File: src/verilog/op_admission_params.svh
`ifndef OP_ADMISSION_PARAMS_SVH
`define OP_ADMISSION_PARAMS_SVH

// Sector index width (64 KB sectors)
`define SECTOR_W 11
// Nonvolatile boot field value that keeps address-only read mode off
`define NVCR_XIP_OFF 3'h7
// Volatile configuration enable bit after reset (1 = mode disabled)
`define VCR_XIP_RST 1'h1
// Rescue burst counter width and the six burst lengths in link clocks
`define RESCUE_CNT_W 6
`define RESCUE_CNT_MAX 6'h3F
`define RESCUE_LAST_STEP 3'h5
`define RESCUE_B0 6'h07
`define RESCUE_B1 6'h09
`define RESCUE_B2 6'h0D
`define RESCUE_B3 6'h11
`define RESCUE_B4 6'h19
`define RESCUE_B5 6'h21

`endif

File: src/verilog/op_admission_pkg.sv
package op_admission_pkg;

   // Device operating states
   typedef enum logic [1:0] {
      ST_STANDBY,
      ST_BUSY,
      ST_PS_SUSP,
      ST_ER_SUSP
   } op_state_type;

   // Command classes as reported by the command decoder
   typedef enum logic [3:0] {
      CLS_ARRAY_READ,
      CLS_STATUS_READ,
      CLS_PROGRAM,
      CLS_SECT_ERASE,
      CLS_SUBSECT_ERASE,
      CLS_PROT_WRITE,
      CLS_LIGHT_WRITE,
      CLS_SUSPEND,
      CLS_RESUME
   } cmd_class_type;

   // Synchroniser state
   typedef struct packed {
      logic [2:0] ff;
      logic level;
   } sync_state_type;

   // Rescue sequence detector state
   typedef struct packed {
      logic [5:0] cnt;
      logic [2:0] step;
      logic sclk_d;
      logic cs_n_d;
      logic done;
   } rescue_state_type;

   // Admission and address-only read control state
   typedef struct packed {
      op_state_type op;
      logic kind_erase;
      logic nested;
      logic [10:0] sector;
      logic xip;
      logic vcr3;
      logic boot;
      logic acc;
      logic refuse;
      logic unsure;
      logic selected;
   } ctrl_state_type;

endpackage : op_admission_pkg

File: src/verilog/pin_sync.sv
`timescale 1ns/1ns
`default_nettype none

// Three-stage synchroniser; level follows once stages two and three agree
module pin_sync
   import op_admission_pkg::*;
#(
   parameter logic RST_VAL = 1'b0
) (
   input wire logic ref_clk_i,
   input wire logic nrst_i,
   input wire logic pin_i,
   output logic level_o
);

   sync_state_type st; // Registered state
   sync_state_type next_st; // Next state

   // Shift and filter; first stage only feeds the second
   always_comb begin
      next_st = st;
      next_st.ff = {st.ff[1:0], pin_i};
      if (st.ff[1] == st.ff[2]) begin
         next_st.level = st.ff[2];
      end
   end

   // State register, synchronous reset to the idle pin level
   always_ff @(posedge ref_clk_i) begin
      if (!nrst_i) begin
         st <= '{ff: {3{RST_VAL}}, level: RST_VAL};
      end else begin
         st <= next_st;
      end
   end

   assign level_o = st.level;
endmodule : pin_sync

`default_nettype wire

File: src/verilog/rescue_seq.sv
`timescale 1ns/1ns
`default_nettype none

`include "op_admission_params.svh"

// Detects the 7,9,13,17,25,33-clock chip-select burst rescue sequence
module rescue_seq
   import op_admission_pkg::*;
(
   input wire logic ref_clk_i,
   input wire logic nrst_i,
   input wire logic cs_n_i,
   input wire logic sclk_i,
   output logic done_o
);

   rescue_state_type st; // Registered state
   rescue_state_type next_st; // Next state

   // Expected burst length for each step of the sequence
   function automatic logic [5:0] burst_len(input logic [2:0] step);
      case (step)
         3'h0: burst_len = `RESCUE_B0;
         3'h1: burst_len = `RESCUE_B1;
         3'h2: burst_len = `RESCUE_B2;
         3'h3: burst_len = `RESCUE_B3;
         3'h4: burst_len = `RESCUE_B4;
         default: burst_len = `RESCUE_B5;
      endcase
   endfunction : burst_len

   // Count clocks per selected burst and judge each burst on deselect
   always_comb begin
      next_st = st;
      next_st.done = 1'b0;
      next_st.sclk_d = sclk_i;
      next_st.cs_n_d = cs_n_i;
      if (!cs_n_i && sclk_i && !st.sclk_d && st.cnt != `RESCUE_CNT_MAX) begin
         next_st.cnt = st.cnt + 6'h01;
      end
      if (cs_n_i && !st.cs_n_d) begin
         next_st.cnt = 6'h00;
         if (st.cnt == burst_len(st.step)) begin
            // Burst ended before the following clock: advance
            if (st.step == `RESCUE_LAST_STEP) begin
               next_st.done = 1'b1; // RULE21
               next_st.step = 3'h0;
            end else begin
               next_st.step = st.step + 3'h1;
            end
         end else if (st.cnt == `RESCUE_B0) begin
            // A broken sequence may restart with a fresh first burst
            next_st.step = 3'h1;
         end else begin
            next_st.step = 3'h0;
         end
      end
   end

   // State register
   always_ff @(posedge ref_clk_i) begin
      if (!nrst_i) begin
         st <= '{cnt: 6'h00, step: 3'h0, sclk_d: 1'b0, cs_n_d: 1'b1, done: 1'b0};
      end else begin
         st <= next_st;
      end
   end

   assign done_o = st.done;
endmodule : rescue_seq

`default_nettype wire

File: src/verilog/op_admission_and_xip_ctrl.sv
`timescale 1ns/1ns
`default_nettype none

`include "op_admission_params.svh"

// Overview of operation
// RULE1: Exactly one operating state at a time
// RULE2: Standby accepts everything except suspend requests; code also refuses resume in standby
// RULE3: Outside erase suspend, sector never matters
// RULE4: Erase suspend refuses program to suspended sector
// RULE5: Array reads refused only while busy
// RULE6: Read of suspended sector accepted, flagged unsure
// RULE7: Status and flag reads always accepted
// RULE8: Program only in standby or erase suspend
// RULE9: Sector erases accepted only in standby
// RULE10: Protected writes and die erase standby only
// RULE11: Light writes refused only while busy
// RULE12: Suspend accepted only while busy
// RULE13: Enable bit 0 then confirm 0 enters mode
// RULE14: Active mode means address-only transactions
// RULE15: Confirm 1 exits and sets enable bit
// RULE16: Basic variant enters on confirm 0 alone
// RULE17: Nonvolatile field boots straight into mode
// RULE18: Confirm bit sampled on line zero
// RULE19: Other data lines ignored at confirmation
// RULE20: Reset pin cancels mode, quad needs deselect; code reloads the nonvolatile boot value instead
// RULE21: Six-burst rescue sequence exits the mode
// RULE22: Host then issues reset enable and reset
// RULE23: Chip select low means selected
// RULE24: Refused command changes nothing
// RULE25: Suspend and resume move between states
module op_admission_and_xip_ctrl
   import op_admission_pkg::*;
(
   input wire logic ref_clk_i, // Block clock, 10 MHz
   input wire logic nrst_i, // Synchronous reset, active low
   input wire logic cs_n_i, // Chip select pin, active low
   input wire logic sclk_i, // Serial clock pin
   input wire logic io_line_zero_i, // Data line zero pin
   input wire logic rst_pin_n_i, // Reset pin, active low
   input wire logic quad_mode_i, // Quad protocol selected
   input wire logic basic_variant_i, // Basic address-only read option
   input wire logic [2:0] nvcr_xip_sel_i, // Nonvolatile boot field

   input wire logic cmd_valid_i, // Decoded command pulse
   input wire cmd_class_type cmd_class_i, // Decoded command class
   input wire logic [10:0] cmd_sector_i, // Target sector
   input wire logic vcr_wr_i, // Light write targets volatile config
   input wire logic vcr_xip_bit_i, // New volatile enable bit
   input wire logic first_dummy_i, // First dummy clock of a fast read
   input wire logic op_done_i, // Array operation finished

   output logic [1:0] op_state_o, // Operating state
   output logic cmd_accept_o, // Command accepted pulse
   output logic cmd_refuse_o, // Command refused pulse
   output logic read_unsure_o, // Read data not guaranteed
   output logic xip_active_o, // Address-only read mode on
   output logic vcr_xip_bit_o, // Volatile enable bit
   output logic selected_o // Device selected
);

   ctrl_state_type st; // Registered state
   ctrl_state_type next_st; // Next state
   logic cs_n_lvl; // Synchronised chip select
   logic sclk_lvl; // Synchronised serial clock
   logic io0_lvl; // Synchronised data line zero
   logic rst_lvl; // Synchronised reset pin

   logic rescue_done; // Rescue sequence complete
   logic same_sect; // Command hits the suspended erase sector
   logic cmd_ok; // Admission verdict for the current command
   logic pin_reset; // Reset pin acting this cycle

   // Pin synchronisers; pins idle high except the clock and data
   pin_sync #(.RST_VAL(1'b1)) u_cs_sync (
      .ref_clk_i(ref_clk_i),
      .nrst_i(nrst_i),
      .pin_i(cs_n_i),
      .level_o(cs_n_lvl)
   );

   pin_sync #(.RST_VAL(1'b0)) u_sclk_sync (
      .ref_clk_i(ref_clk_i),
      .nrst_i(nrst_i),
      .pin_i(sclk_i),
      .level_o(sclk_lvl)
   );

   // Only line zero is watched; lines one to three are don't-care
   pin_sync #(.RST_VAL(1'b0)) u_io0_sync ( // RULE19
      .ref_clk_i(ref_clk_i),
      .nrst_i(nrst_i),
      .pin_i(io_line_zero_i),
      .level_o(io0_lvl)
   );

   pin_sync #(.RST_VAL(1'b1)) u_rst_sync (
      .ref_clk_i(ref_clk_i),
      .nrst_i(nrst_i),
      .pin_i(rst_pin_n_i),
      .level_o(rst_lvl)
   );

   // Interface rescue detector
   rescue_seq u_rescue (
      .ref_clk_i(ref_clk_i),
      .nrst_i(nrst_i),
      .cs_n_i(cs_n_lvl),
      .sclk_i(sclk_lvl),
      .done_o(rescue_done)
   );

   // Admission table; used by the control logic and its checks
   function automatic logic admit(input op_state_type op,
                                  input cmd_class_type cls,
                                  input logic hit);
      case (cls)
         CLS_ARRAY_READ: admit = (op != ST_BUSY); // RULE5 RULE6
         CLS_STATUS_READ: admit = 1'b1; // RULE7

         // Sector only matters in erase suspend
         CLS_PROGRAM: admit = (op == ST_STANDBY) || (op == ST_ER_SUSP && !hit); // RULE3 RULE4 RULE8
         CLS_SECT_ERASE: admit = (op == ST_STANDBY); // RULE9
         CLS_SUBSECT_ERASE: admit = (op == ST_STANDBY); // RULE9
         CLS_PROT_WRITE: admit = (op == ST_STANDBY); // RULE10

         CLS_LIGHT_WRITE: admit = (op != ST_BUSY); // RULE11
         CLS_SUSPEND: admit = (op == ST_BUSY); // RULE2 RULE12
         CLS_RESUME: admit = (op == ST_PS_SUSP) || (op == ST_ER_SUSP); // RULE25

         default: admit = 1'b0;
      endcase
   endfunction : admit

   // Boot value of address-only read mode from the nonvolatile field
   function automatic logic boot_xip(input logic [2:0] sel);
      boot_xip = (sel != `NVCR_XIP_OFF);
   endfunction : boot_xip

   assign same_sect = (cmd_sector_i == st.sector);
   assign cmd_ok = admit(st.op, cmd_class_i, same_sect);

   // In quad protocol the pin only acts while deselected
   assign pin_reset = !rst_lvl && (!quad_mode_i || cs_n_lvl); // RULE20

   // Next-state logic for admission, operating state and read mode
   always_comb begin
      next_st = st;
      next_st.acc = 1'b0;
      next_st.refuse = 1'b0;
      next_st.unsure = 1'b0;

      next_st.selected = !cs_n_lvl; // RULE23

      // One cycle after reset the strap-like boot field is taken
      if (st.boot) begin
         next_st.boot = 1'b0;
         next_st.xip = boot_xip(nvcr_xip_sel_i); // RULE17
      end

      // Command admission; a refused command touches nothing else
      if (cmd_valid_i) begin
         next_st.acc = cmd_ok;
         next_st.refuse = !cmd_ok; // RULE24
         if (cmd_ok) begin
            case (cmd_class_i)
               CLS_PROGRAM, CLS_SECT_ERASE, CLS_SUBSECT_ERASE, CLS_PROT_WRITE: begin
                  next_st.op = ST_BUSY; // RULE1
                  next_st.nested = (st.op == ST_ER_SUSP);
                  // Keep the suspended erase's sector for nested programs
                  if (st.op != ST_ER_SUSP) begin
                     next_st.kind_erase = (cmd_class_i == CLS_SECT_ERASE);
                     next_st.sector = cmd_sector_i;
                  end
               end

               CLS_SUSPEND: begin
                  // Sector erase parks in erase suspend, others in program suspend
                  if (st.kind_erase && !st.nested) begin
                     next_st.op = ST_ER_SUSP; // RULE25
                  end else begin
                     next_st.op = ST_PS_SUSP; // RULE25
                  end
               end

               CLS_RESUME: begin
                  next_st.op = ST_BUSY; // RULE25
               end

               CLS_ARRAY_READ: begin
                  next_st.unsure = (st.op == ST_ER_SUSP) && same_sect; // RULE6
               end

               CLS_LIGHT_WRITE: begin
                  if (vcr_wr_i) begin
                     next_st.vcr3 = vcr_xip_bit_i; // RULE11
                  end
               end

               default: begin
                  // Status reads change no state
               end
            endcase
         end
      end

      // Completion wins over a suspend in the same cycle
      if (op_done_i && st.op == ST_BUSY) begin
         next_st.op = st.nested ? ST_ER_SUSP : ST_STANDBY;
         next_st.nested = 1'b0;
      end

      // Confirmation bit on line zero at the first dummy clock
      if (first_dummy_i) begin
         if (st.xip) begin
            if (io0_lvl) begin
               next_st.xip = 1'b0; // RULE15 RULE18
               next_st.vcr3 = 1'b1; // RULE15
            end
         end else if ((!st.vcr3 || basic_variant_i) && !io0_lvl) begin
            next_st.xip = 1'b1; // RULE13 RULE16 RULE18
         end
      end

      // Rescue drives the confirmation to one; array work goes on
      if (rescue_done) begin
         next_st.xip = 1'b0; // RULE21
         next_st.vcr3 = 1'b1;
      end

      // Reset pin restores the nonvolatile picture
      // Held low, it acts again every cycle
      if (pin_reset) begin
         next_st.xip = boot_xip(nvcr_xip_sel_i); // RULE20
         next_st.vcr3 = `VCR_XIP_RST;
         next_st.op = ST_STANDBY;
         next_st.nested = 1'b0;
         next_st.acc = 1'b0;
         next_st.refuse = 1'b0;
      end
   end

   // State register
   always_ff @(posedge ref_clk_i) begin
      if (!nrst_i) begin
         st <= '{op: ST_STANDBY,
                 kind_erase: 1'b0,
                 nested: 1'b0,
                 sector: '0,
                 xip: 1'b0,
                 vcr3: `VCR_XIP_RST,
                 boot: 1'b1,
                 acc: 1'b0,
                 refuse: 1'b0,
                 unsure: 1'b0,
                 selected: 1'b0};
      end else begin
         st <= next_st;
      end
   end

   // Outputs straight from the state register
   assign op_state_o = st.op;
   assign cmd_accept_o = st.acc;
   assign cmd_refuse_o = st.refuse;
   assign read_unsure_o = st.unsure;

   // While on, each selected frame carries only an address
   assign xip_active_o = st.xip; // RULE14
   assign vcr_xip_bit_o = st.vcr3;
   assign selected_o = st.selected;
endmodule : op_admission_and_xip_ctrl

`default_nettype wire

File: config.mk
export PLATFORM = sky130hd
export DESIGN_NAME = op_admission_and_xip_ctrl
export DESIGN_NICKNAME = d
export VERILOG_FILES = /design/src/verilog/op_admission_pkg.sv /design/src/verilog/pin_sync.sv /design/src/verilog/rescue_seq.sv /design/src/verilog/op_admission_and_xip_ctrl.sv
export VERILOG_INCLUDE_DIRS = /design/src /design/src/verilog
export SDC_FILE = /design/constraint.sdc
export NUM_CORES = 1
export LEC_CHECK = 0
export ABC_AREA = 1
export BUFFER_PORTS_ARGS = -buffer_cell sky130_fd_sc_hd__buf_2
export CORE_MARGIN = 3
export CORE_UTILIZATION = 51
export DETAILED_ROUTE_END_ITERATION = 10
export GPL_ROUTABILITY_DRIVEN = 0
export PLACE_DENSITY_LB_ADDON = 0.25
export SLEW_MARGIN = 20
export SYNTH_ARGS = -nofsm -noshare
export SYNTH_HDL_FRONTEND = slang
export SYNTH_HIERARCHICAL = 1
export SYNTH_SLANG_ARGS = --single-unit
File: constraint.sdc
create_clock -name ref_clk_i -period 1.4 [get_ports ref_clk_i]
set_input_delay 0.14 -clock ref_clk_i [delete_from_list [all_inputs] [get_ports ref_clk_i]]
set_output_delay 0.14 -clock ref_clk_i [all_outputs]
set_load 0.05 [all_outputs]
======== Word level (Yosys, flattened, before mapping) ========
Index checks and enable logic that the tools add are counted.
word-level totals
  flip-flop bits (word level) ............. 50
  logic and storage cells ................. 132
operators by class
  add/subtract/negate cells ............... 2
  equality and inequality tests ........... 27
  mux-type cells .......................... 33
  bitwise operators ....................... 2
  reduce and logical (&&, ||, !) cells .... 44
operator list
  cell                                           count
  two-way mux 15 bit                             2
  one-hot mux 6 bit (5 select lines)             1
  == test 4 x 3 -> 1 bit, second input constant  4
  two-way mux 1 bit                              14
  two-way mux 2 bit                              7
  two-way mux 13 bit                             1
  OR reduction 3 bit                             4
  == test 11 bit                                 1
  two-way mux 11 bit                             1
  logical AND 1 bit                              10
  zero test 1 bit                                10
  two-way mux 3 bit                              3
  AND reduction 3 bit                            3
  == test 4 x 2 -> 1 bit, second input constant  2
  AND reduction 4 bit                            2
  adder 6 x 1 -> 6 bit, second input constant    1
  == test 3 x 2 -> 1 bit, second input constant  2
  == test 3 bit, second input constant           2
  == test 6 x 3 -> 1 bit, second input constant  1
  == test 6 bit                                  1
  two-way mux 6 bit                              1
  inequality test 6 bit, second input constant   1
  one-hot mux 1 bit (6 select lines)             1
  OR reduction 2 bit                             3
  other kinds (21)                               30

======== Logic depth before layout (Yosys ltp) ========
Gate-level depths: netlist of run 1.
  depth in word-level cells ............... 12
  gate-level depth with buffers ........... 13
  mapped depth without buffers ............ 12

======== By module ========
The synthesis of run 1 kept the hierarchy.
modules (own cells, without submodules)
  module                     instances  cells each  area an instance (um^2)  seq. area each (um^2)
  op_admission_and_xip_ctrl  1          217         1410.1                   440.4
  rescue_seq                 1          103         680.7                    240.2
  pin_sync (u_cs_sync ...)   2          17          133.9                    80.1
  pin_sync (u_io0_sync ...)  2          13          116.4                    80.1

======== Worst setup path after synthesis of run 1 ========
OpenSTA, ideal clock, no wires.
  path kind ............................... flip-flop to flip-flop
  from .................................... register u_rescue/st[6] in the netlist's numbering
  to ...................................... register u_rescue/st[9] in the netlist's numbering
  library setup time ...................... 116 ps
  data arrival time ....................... 1285 ps
  data required time ...................... 1284 ps
  path slack .............................. -1 ps
  stages on the path, launching flop included .. 8
  path buffers ............................ 0
  period minus slack after synthesis ...... 1401 ps
  cells stage by stage .................... dfxtp_1 > ha_1 > nand3_1 > nor3_1 > nor3_2 > nand3_1 > o21ai_0 > nor2_1
between the ends
  cells in the longest elaborated chain, start to end .. 2
  elaborated cells between the ends (all ways) .. 3
RTL lines
  item                                                          RTL line          RTL
  start: declaration                                            rescue_seq.sv:17  rescue_state_type st;
  start signal: assignment                                      rescue_seq.sv:63  st <= '{cnt: 6'h00, step: 3'h0, sclk_d: 1'b0, cs_n_d: 1'b1, done: 1'b0};
  start signal: assignment                                      rescue_seq.sv:65  st <= next_st;
  branches (longest 2 deep; another with adder 6 x 1 -> 6 bit)  -
Several ways; the timed one is not identified.
A chain may end at the register's enable or synchronous reset.

==> impl_metrics.ini, run 1 <==
[finish]
layout-drive-gt1-share = 0.399
finalNetCount = 500
num-fill-cells = 381
final_area_um2 = 3560
insertedDiodeCount = 0
syn_to_final_growth_pct = 37.3

[clocking]
ctsHtreeMaxLevel = 2
cts-buffers-inserted = 5
cts_root_buffer = clkbuf_8
worstSkewPairLatency_ps = 310
cts.sink_count = 50
tritoncts = yes
cts.clk_slew.worst_paths_ps = 100
clockBufferDepth = 2

[drt]
detailedRoute.firstIterationViolations = 75
vias = 2674
drt-wirelength-per-cell_um = 11.8
drc = 0
postRouteAntennaNets = 0
drt_pre_antenna_iters = 5
via_per_inst = 4.99
wl_um = 6300

[power_and_ir_drop]
cellInternalPower_w = 0.00205
power.density_nw_per_um2 = 816
power.ir.vdd_worst_uv = 708
seq_power_share = 0.510
static-leakage-power_nw = 1.81
p_clk_frac = 0.310
switching_power_w = 0.000855
sw_frac_of_total = 0.295
combPwrFrac = 0.179

[critical_path]
cp_max_fo = 7
cp_slowest_stage_delay_ps = 390
cp_num_buf_inv = 2
worst_path_dominant_cell_family = simple AND/OR/NAND/NOR gates
critPathRequiredTime_ps = 1620
critPathSlowestCell = dfxtp_2
reg2reg_slack_ps = -130
endpoint_arrival_time_on_the_critical_path_ps = 1750
depth_of_the_most_critical_reg_to_reg_path = 11
critPathLaunchType = flop
worst-path-stages = 11
worstSetupPathType = flop to flop
crit_path_frequent_cell = nor2_1
timing.critical_path.cells = buf_4 -> nor2_1 -> nand4_1 -> nand3_2 -> a21oi_4 -> nand2_4 -> nand3_4 -> buf_12 -> nand2_2 -> nand2_1 -> nor2_1
type_of_element_capturing_the_critical_path = flop

[placement]
dpl.hpwl_um = 4120
port_buffers = 38
placed_cell_area_um2 = 3100

[floorplan]
vert_die_dim_um = 77.3
io-pin-count = 39
std_cell_rows = 25
starting_utilization_of_the_core_area = 0.538
die_width_um = 77.3
floorplan.die_area_um2 = 5970
core_area_um2 = 4820

[logic_synthesis]
synth-edff-count = 0
synth_area_um2 = 2590
synth.top_cells.by_area = dfxtp_1, nand2_1, inv_1
postSynthRegisterBits = 50
synth.top_cell.area_share = 0.386
synth_cell_type_count = 34
yosysTopAreaCell = dfxtp_1
synthesis.yosys.warnings = 6
proportion_of_synthesized_chip_area_in_sequential_cells = 0.386
synthesis.nets = 412
syn_inst = 380
synth.avg_cell_area_um2 = 6.82
async_flop_share = 0
synth-main-ff-cell = dfxtp_1

[run_status]
violations = setup timing
outcome = finished, violations left

[sta]
fin_setup_tns_ps = -1350
finalHoldViolCount = 0
setup_viol = 16
fin_hold_ws_ps = 8.03
timing.clock.skew_ps = 6.66
rsz0062_at_grt = true
period_minus_slack_ps = 1530
timing.final.ws_setup_ps = -135
slew_viol_final = 0
worstMarginPinSlew_ps = 305
max_slew_margin = 0.797
max_freq_mhz = 652
final_min_period_over_clock_period = 1.10

[global_route]
grt_pass1_vias = 2408
largest_net_degree_at_the_start_of_global_routing = 19
grt_antenna_before_repair = 0
globalRoute.totalOverflow = 0
grt_pass1_wl_um = 10000
grtUsageTotal = 0.204

[min_path]
min_path_type = primary input to flop
holdPathStages = 3

[job]
max_capacitance_violation_count = 0
## repair_timing
action                                  4_1_cts  5_1_grt
resized for setup                            20       49
endpoints found under the hold margin         3        0
endpoints found under the setup margin       23       29
pin swaps                                     6       20
hold buffers                                  3        0
buffers inserted                              6        4
cloned                                        0        1
## layout by cell type, fill, tap and decap left out, types with 5 or more instances in the layout
cell and instances:
nand2_1 90, inv_1 53, buf_4 43, nor2_1 38, buf_2 38, dfxtp_1 35, nand3_1 21, nand2_2 20
nor2_2 13, a21oi_1 13, nand4_1 12, inv_2 11, dfxtp_2 11, nand3_2 7, a21oi_2 6, clkbuf_8 5
## path summary, 6_finish.rpt
path | start | endpoint
min | io_line_zero_i | u_io0_sync/next_st[2]
max | op_state_o[1] | st[9]
max reg2reg | op_state_o[1] | st[9]
min reg2reg | u_cs_sync/next_st[2] | u_cs_sync/next_st[3]
## worst register-to-register path, stage by stage (launching register included)
cell and delay, ps:
dfxtp_2 390, buf_4 140, nor2_1 40, nand4_1 90, nand3_2 90, a21oi_4 170
nand2_4 90, nand3_4 110, buf_12 150, nand2_2 50, nand2_1 80, nor2_1 50
## power groups by stage
stage / logic (W) / clock network [W] / registers [W]
2_1_floorplan: 0.000237 / 0 / 0.00155
3_3_place_gp: 0.000422 / 0 / 0.00152
3_5_place_dp: 0.000428 / 0 / 0.00152
4_1_cts: 0.000457 / 0.000920 / 0.00149
5_1_grt: 0.000569 / 0.000981 / 0.00149
6_report: 0.000520 / 0.000900 / 0.00148
## layer usage
layer	wire length, um	GRT usage
met5	0	0
met4	162	0.0694
met3	281	0.0446
met2	3180	0.368
met1	2680	0.237
## state kept, by name (all words and copies together), names as in the netlist, 2 cells and up
name                 cells
op_state_o               2
st                      14
u_cs_sync/next_st        2
u_io0_sync/next_st       2
u_rescue/st             11
u_rst_sync/next_st       2
u_sclk_sync/next_st      2
## kinds of logic (layout without fill, tap and decap cells)
kind of cell / after synthesis / in the layout / synth area share
xor gates and xnor gates: 8 / 8 / 0.0270
and+or+nand+nor: 214 / 214 / 0.380
buffers and inverters: 72 / 161 / 0.120
adders and majority gates: 1 / 1 / 0.00483
DFF: 50 / 50 / 0.386
AOI/OAI and AO/OA: 35 / 35 / 0.0821
## stage by stage
step | utilization | setup slack, ps | total power [W] | instances
after floorplan | - | 9.27 | 0.00178 | 380
after global placement | 0.643 | -86.5 | 0.00194 | 516
after global routing | 0.738 | -205 | 0.00304 | 536
after detailed placement | 0.643 | -157 | 0.00195 | 516
after CTS | 0.692 | -58.6 | 0.00286 | 533
final | 0.738 | -135 | 0.00290 | 536
## area by class of cell
| class | count | area (um^2) | area share |
|---|---|---|---|
| Sequential cell | 50 | 1030 | 0.289 |
| Tap cell | 67 | 83.8 | 0.0236 |
| Clock buffer | 5 | 68.8 | 0.0193 |
| Timing Repair Buffer | 89 | 622 | 0.175 |
| Multi-Input combinational cell | 258 | 1480 | 0.417 |
| Clock inverter | 3 | 28.8 | 0.00809 |
| Inverter | 64 | 240 | 0.0675 |
## synthesized netlist by cell type, types with 2 or more instances
master and n:
nor2_2 12, inv_2 7, xnor2_1 4, nand2_1 104
a21oi_1 16, o21ai_0 6, nand2_2 8, nor3_1 2
o21ai_1 2, dfxtp_1 50, nand3_1 27, nand3_2 3
buf_6 2, clkbuf_1 2, inv_1 57, nand4_1 12
nor2_1 40, buf_4 2, o21ai_2 2, a21oi_2 4
xor2_1 4, o22ai_1 2
No activity file was read; power rests on OpenSTA's default activity.
==> run 2, diff against run 1 <==
--- a/config.mk
+++ b/config.mk
@@ -8,11 +8,12 @@
 export LEC_CHECK = 0
 export ABC_AREA = 1
 export BUFFER_PORTS_ARGS = -buffer_cell sky130_fd_sc_hd__buf_2
+export CORE_ASPECT_RATIO = 1.2
 export CORE_MARGIN = 3
 export CORE_UTILIZATION = 51
 export DETAILED_ROUTE_END_ITERATION = 10
 export GPL_ROUTABILITY_DRIVEN = 0
-export PLACE_DENSITY_LB_ADDON = 0.25
+export PLACE_DENSITY = 0.86
 export SLEW_MARGIN = 20
 export SYNTH_ARGS = -nofsm -noshare
 export SYNTH_HDL_FRONTEND = slang
==> run 2 against run 1 <==
  * The flow still finishes with violations (setup timing)
  * Critical path depth up 2
  * Worst hold slack better by 3.7 ps
  * Non-clock buffer count down 13
  * Utilization down 0.78 points
  * Count of clock-buffer cells in the layout unchanged
  * Register-to-register slack worse by 30 ps
  * Global-route usage up 0.46 points
==> impl_metrics.ini, run 2 (synthesized netlist as in run 1, its figures left out) <==
[floorplan]
floorplan.die_area_um2 = 5980
vert_die_dim_um = 84.1
core_area_um2 = 4730
std_cell_rows = 27
starting_utilization_of_the_core_area = 0.548
io-pin-count = 39
die_width_um = 71.1

[critical_path]
r2r-start = st[16]
startpoint = st[16]
cp_slowest_stage_delay_ps = 330
endpoint_of_the_most_critical_setup_path = st[18]
critPathRequiredTime_ps = 1620
timing.critical_path.cells = inv_1 -> nand2_1 -> nand2_1 -> nand2_1 -> nor2_2 -> nand3_2 -> nand2_2 -> nand2_4 -> buf_6 -> nand2_8 -> o21ai_2 -> inv_1 -> nor2_2
critPathLaunchType = flop
reg2reg_slack_ps = -170
worstSetupPathType = flop to flop
cp_max_fo = 5
critPathSlowestCell = dfxtp_1
crit_path_frequent_cell = nand2_1
endpoint_arrival_time_on_the_critical_path_ps = 1790
type_of_element_capturing_the_critical_path = flop
depth_of_the_most_critical_reg_to_reg_path = 13
reg2reg_to = st[18]

[global_route]
largest_net_degree_at_the_start_of_global_routing = 23
grt_antenna_before_repair = 0
grt_pass1_wl_um = 10400
globalRoute.totalOverflow = 0
grt_pass1_vias = 2519
grtUsageTotal = 0.209

[sta]
setup_viol = 19
timing.clock.skew_ps = 11.7
max_slew_margin = 0.691
period_minus_slack_ps = 1570
finalHoldViolCount = 0
final_min_period_over_clock_period = 1.12
slew_viol_final = 0
rsz0062_at_grt = true
timing.final.ws_setup_ps = -169
max_freq_mhz = 637
worstMarginPinSlew_ps = 463

[drt]
vias = 2684
wl_met2_um = 3440
drt_pre_antenna_iters = 4
via_per_inst = 5.20
wl_um = 6750
drc = 0
met1Wirelength_um = 2650
drt-wirelength-per-cell_um = 13.1
met3WireLength_um = 308
postRouteAntennaNets = 0
top_signal_layer_used = met4
detailedRoute.firstIterationViolations = 114

[job]
max_capacitance_violation_count = 0

[finish]
largest_register_ffs = 14
insertedDiodeCount = 0
finalNetCount = 489
layout-drive-gt1-share = 0.402
final_common_cell = nand2_1
syn_to_final_growth_pct = 33.4
biggestRegsByFlops = st (14), u_rescue/st (11)
final_area_um2 = 3460
layout.cells.most_common_list = nand2_1, inv_1, buf_2, dfxtp_1, nor2_1
regMostFlops = st

[clocking]
cts.clk_slew.worst_paths_ps = 100
clockBufferDepth = 2
ctsHtreeMaxLevel = 2
cts-buffers-inserted = 5
cts_root_buffer = clkbuf_8
tritoncts = yes
cts.sink_count = 50
worstSkewPairLatency_ps = 310

[power_and_ir_drop]
p_total_w = 0.00288
power.density_nw_per_um2 = 834
power.ir.vdd_worst_uv = 890
static-leakage-power_nw = 1.72

[placement]
placed_cell_area_um2 = 3020
post-place-ws_ps = -117
dpl.hpwl_um = 4450
port_buffers = 38

[min_path]
min_path_type = primary input to flop

[run_status]
outcome = finished, violations left
violations = setup timing
-- run 2: per-stage QoR --
stage               setup TNS, ps  utilization  hold WS (ps)  cells
finish                      -1910        0.731          11.7    516
global route                -3550        0.731          26.7    516
CTS                          -474        0.687          4.17    514
detailed placement          -1550        0.638           314    498
global placement             -603        0.638           310    498
floorplan                       0            -           209    380
-- run 2: worst min path at each step --
stage	start	end	slack, ps	cells after the start
5_1_grt	sclk_i	u_sclk_sync/next_st[2]	30	3
6_report	sclk_i	u_sclk_sync/next_st[2]	10	3
4_1_cts	sclk_i	u_sclk_sync/next_st[2]	4	3
3_3_place_gp	rst_pin_n_i	u_rst_sync/next_st[2]	310	3
2_1_floorplan	nrst_i	u_cs_sync/next_st[2]	210	1
3_5_place_dp	cs_n_i	u_cs_sync/next_st[2]	310	3
-- run 2: power breakdown --
group | leakage, nW | total [W] | switching [W] | internal, W
Sequential | 0.416 | 0.00148 | 0.0000242 | 0.00146
Clock | 0.0502 | 0.000881 | 0.000510 | 0.000370
Combinational | 1.25 | 0.000518 | 0.000322 | 0.000196
-- run 2: metal layers --
layer  vias to the layer above  track usage
met5                         -            0
met3                        39       0.0482
met2                        86        0.374
li1                       1342            -
met1                      1217        0.238
met4                         0       0.0752
-- run 2: worst max-delay path, delay by kind of cell, from the launching register on --
family	cells	cell delay, ps
DFF	1	330
buffers and inverters	3	310
and+or+nand+nor	9	770
AOI/OAI and AO/OA	1	60
-- run 2: cell type report --
class,instances,area [um^2]
clock buffer,5,68.8
clock inverter,3,28.8
fill,316,1270
inverter,64,240
multi-input combinational,260,1520
sequential,50,1030
tap,58,72.6
timing repair buffer,76,498
-- run 2: timing repair --
action                                  CTS  global route
endpoints found under the setup margin   24            28
gates resized for setup                  21            57
pin swaps                                13            20
buffers inserted                          4             1
hold buffers                              3             0
cloned                                    1             1
endpoints found under the hold margin     3             0
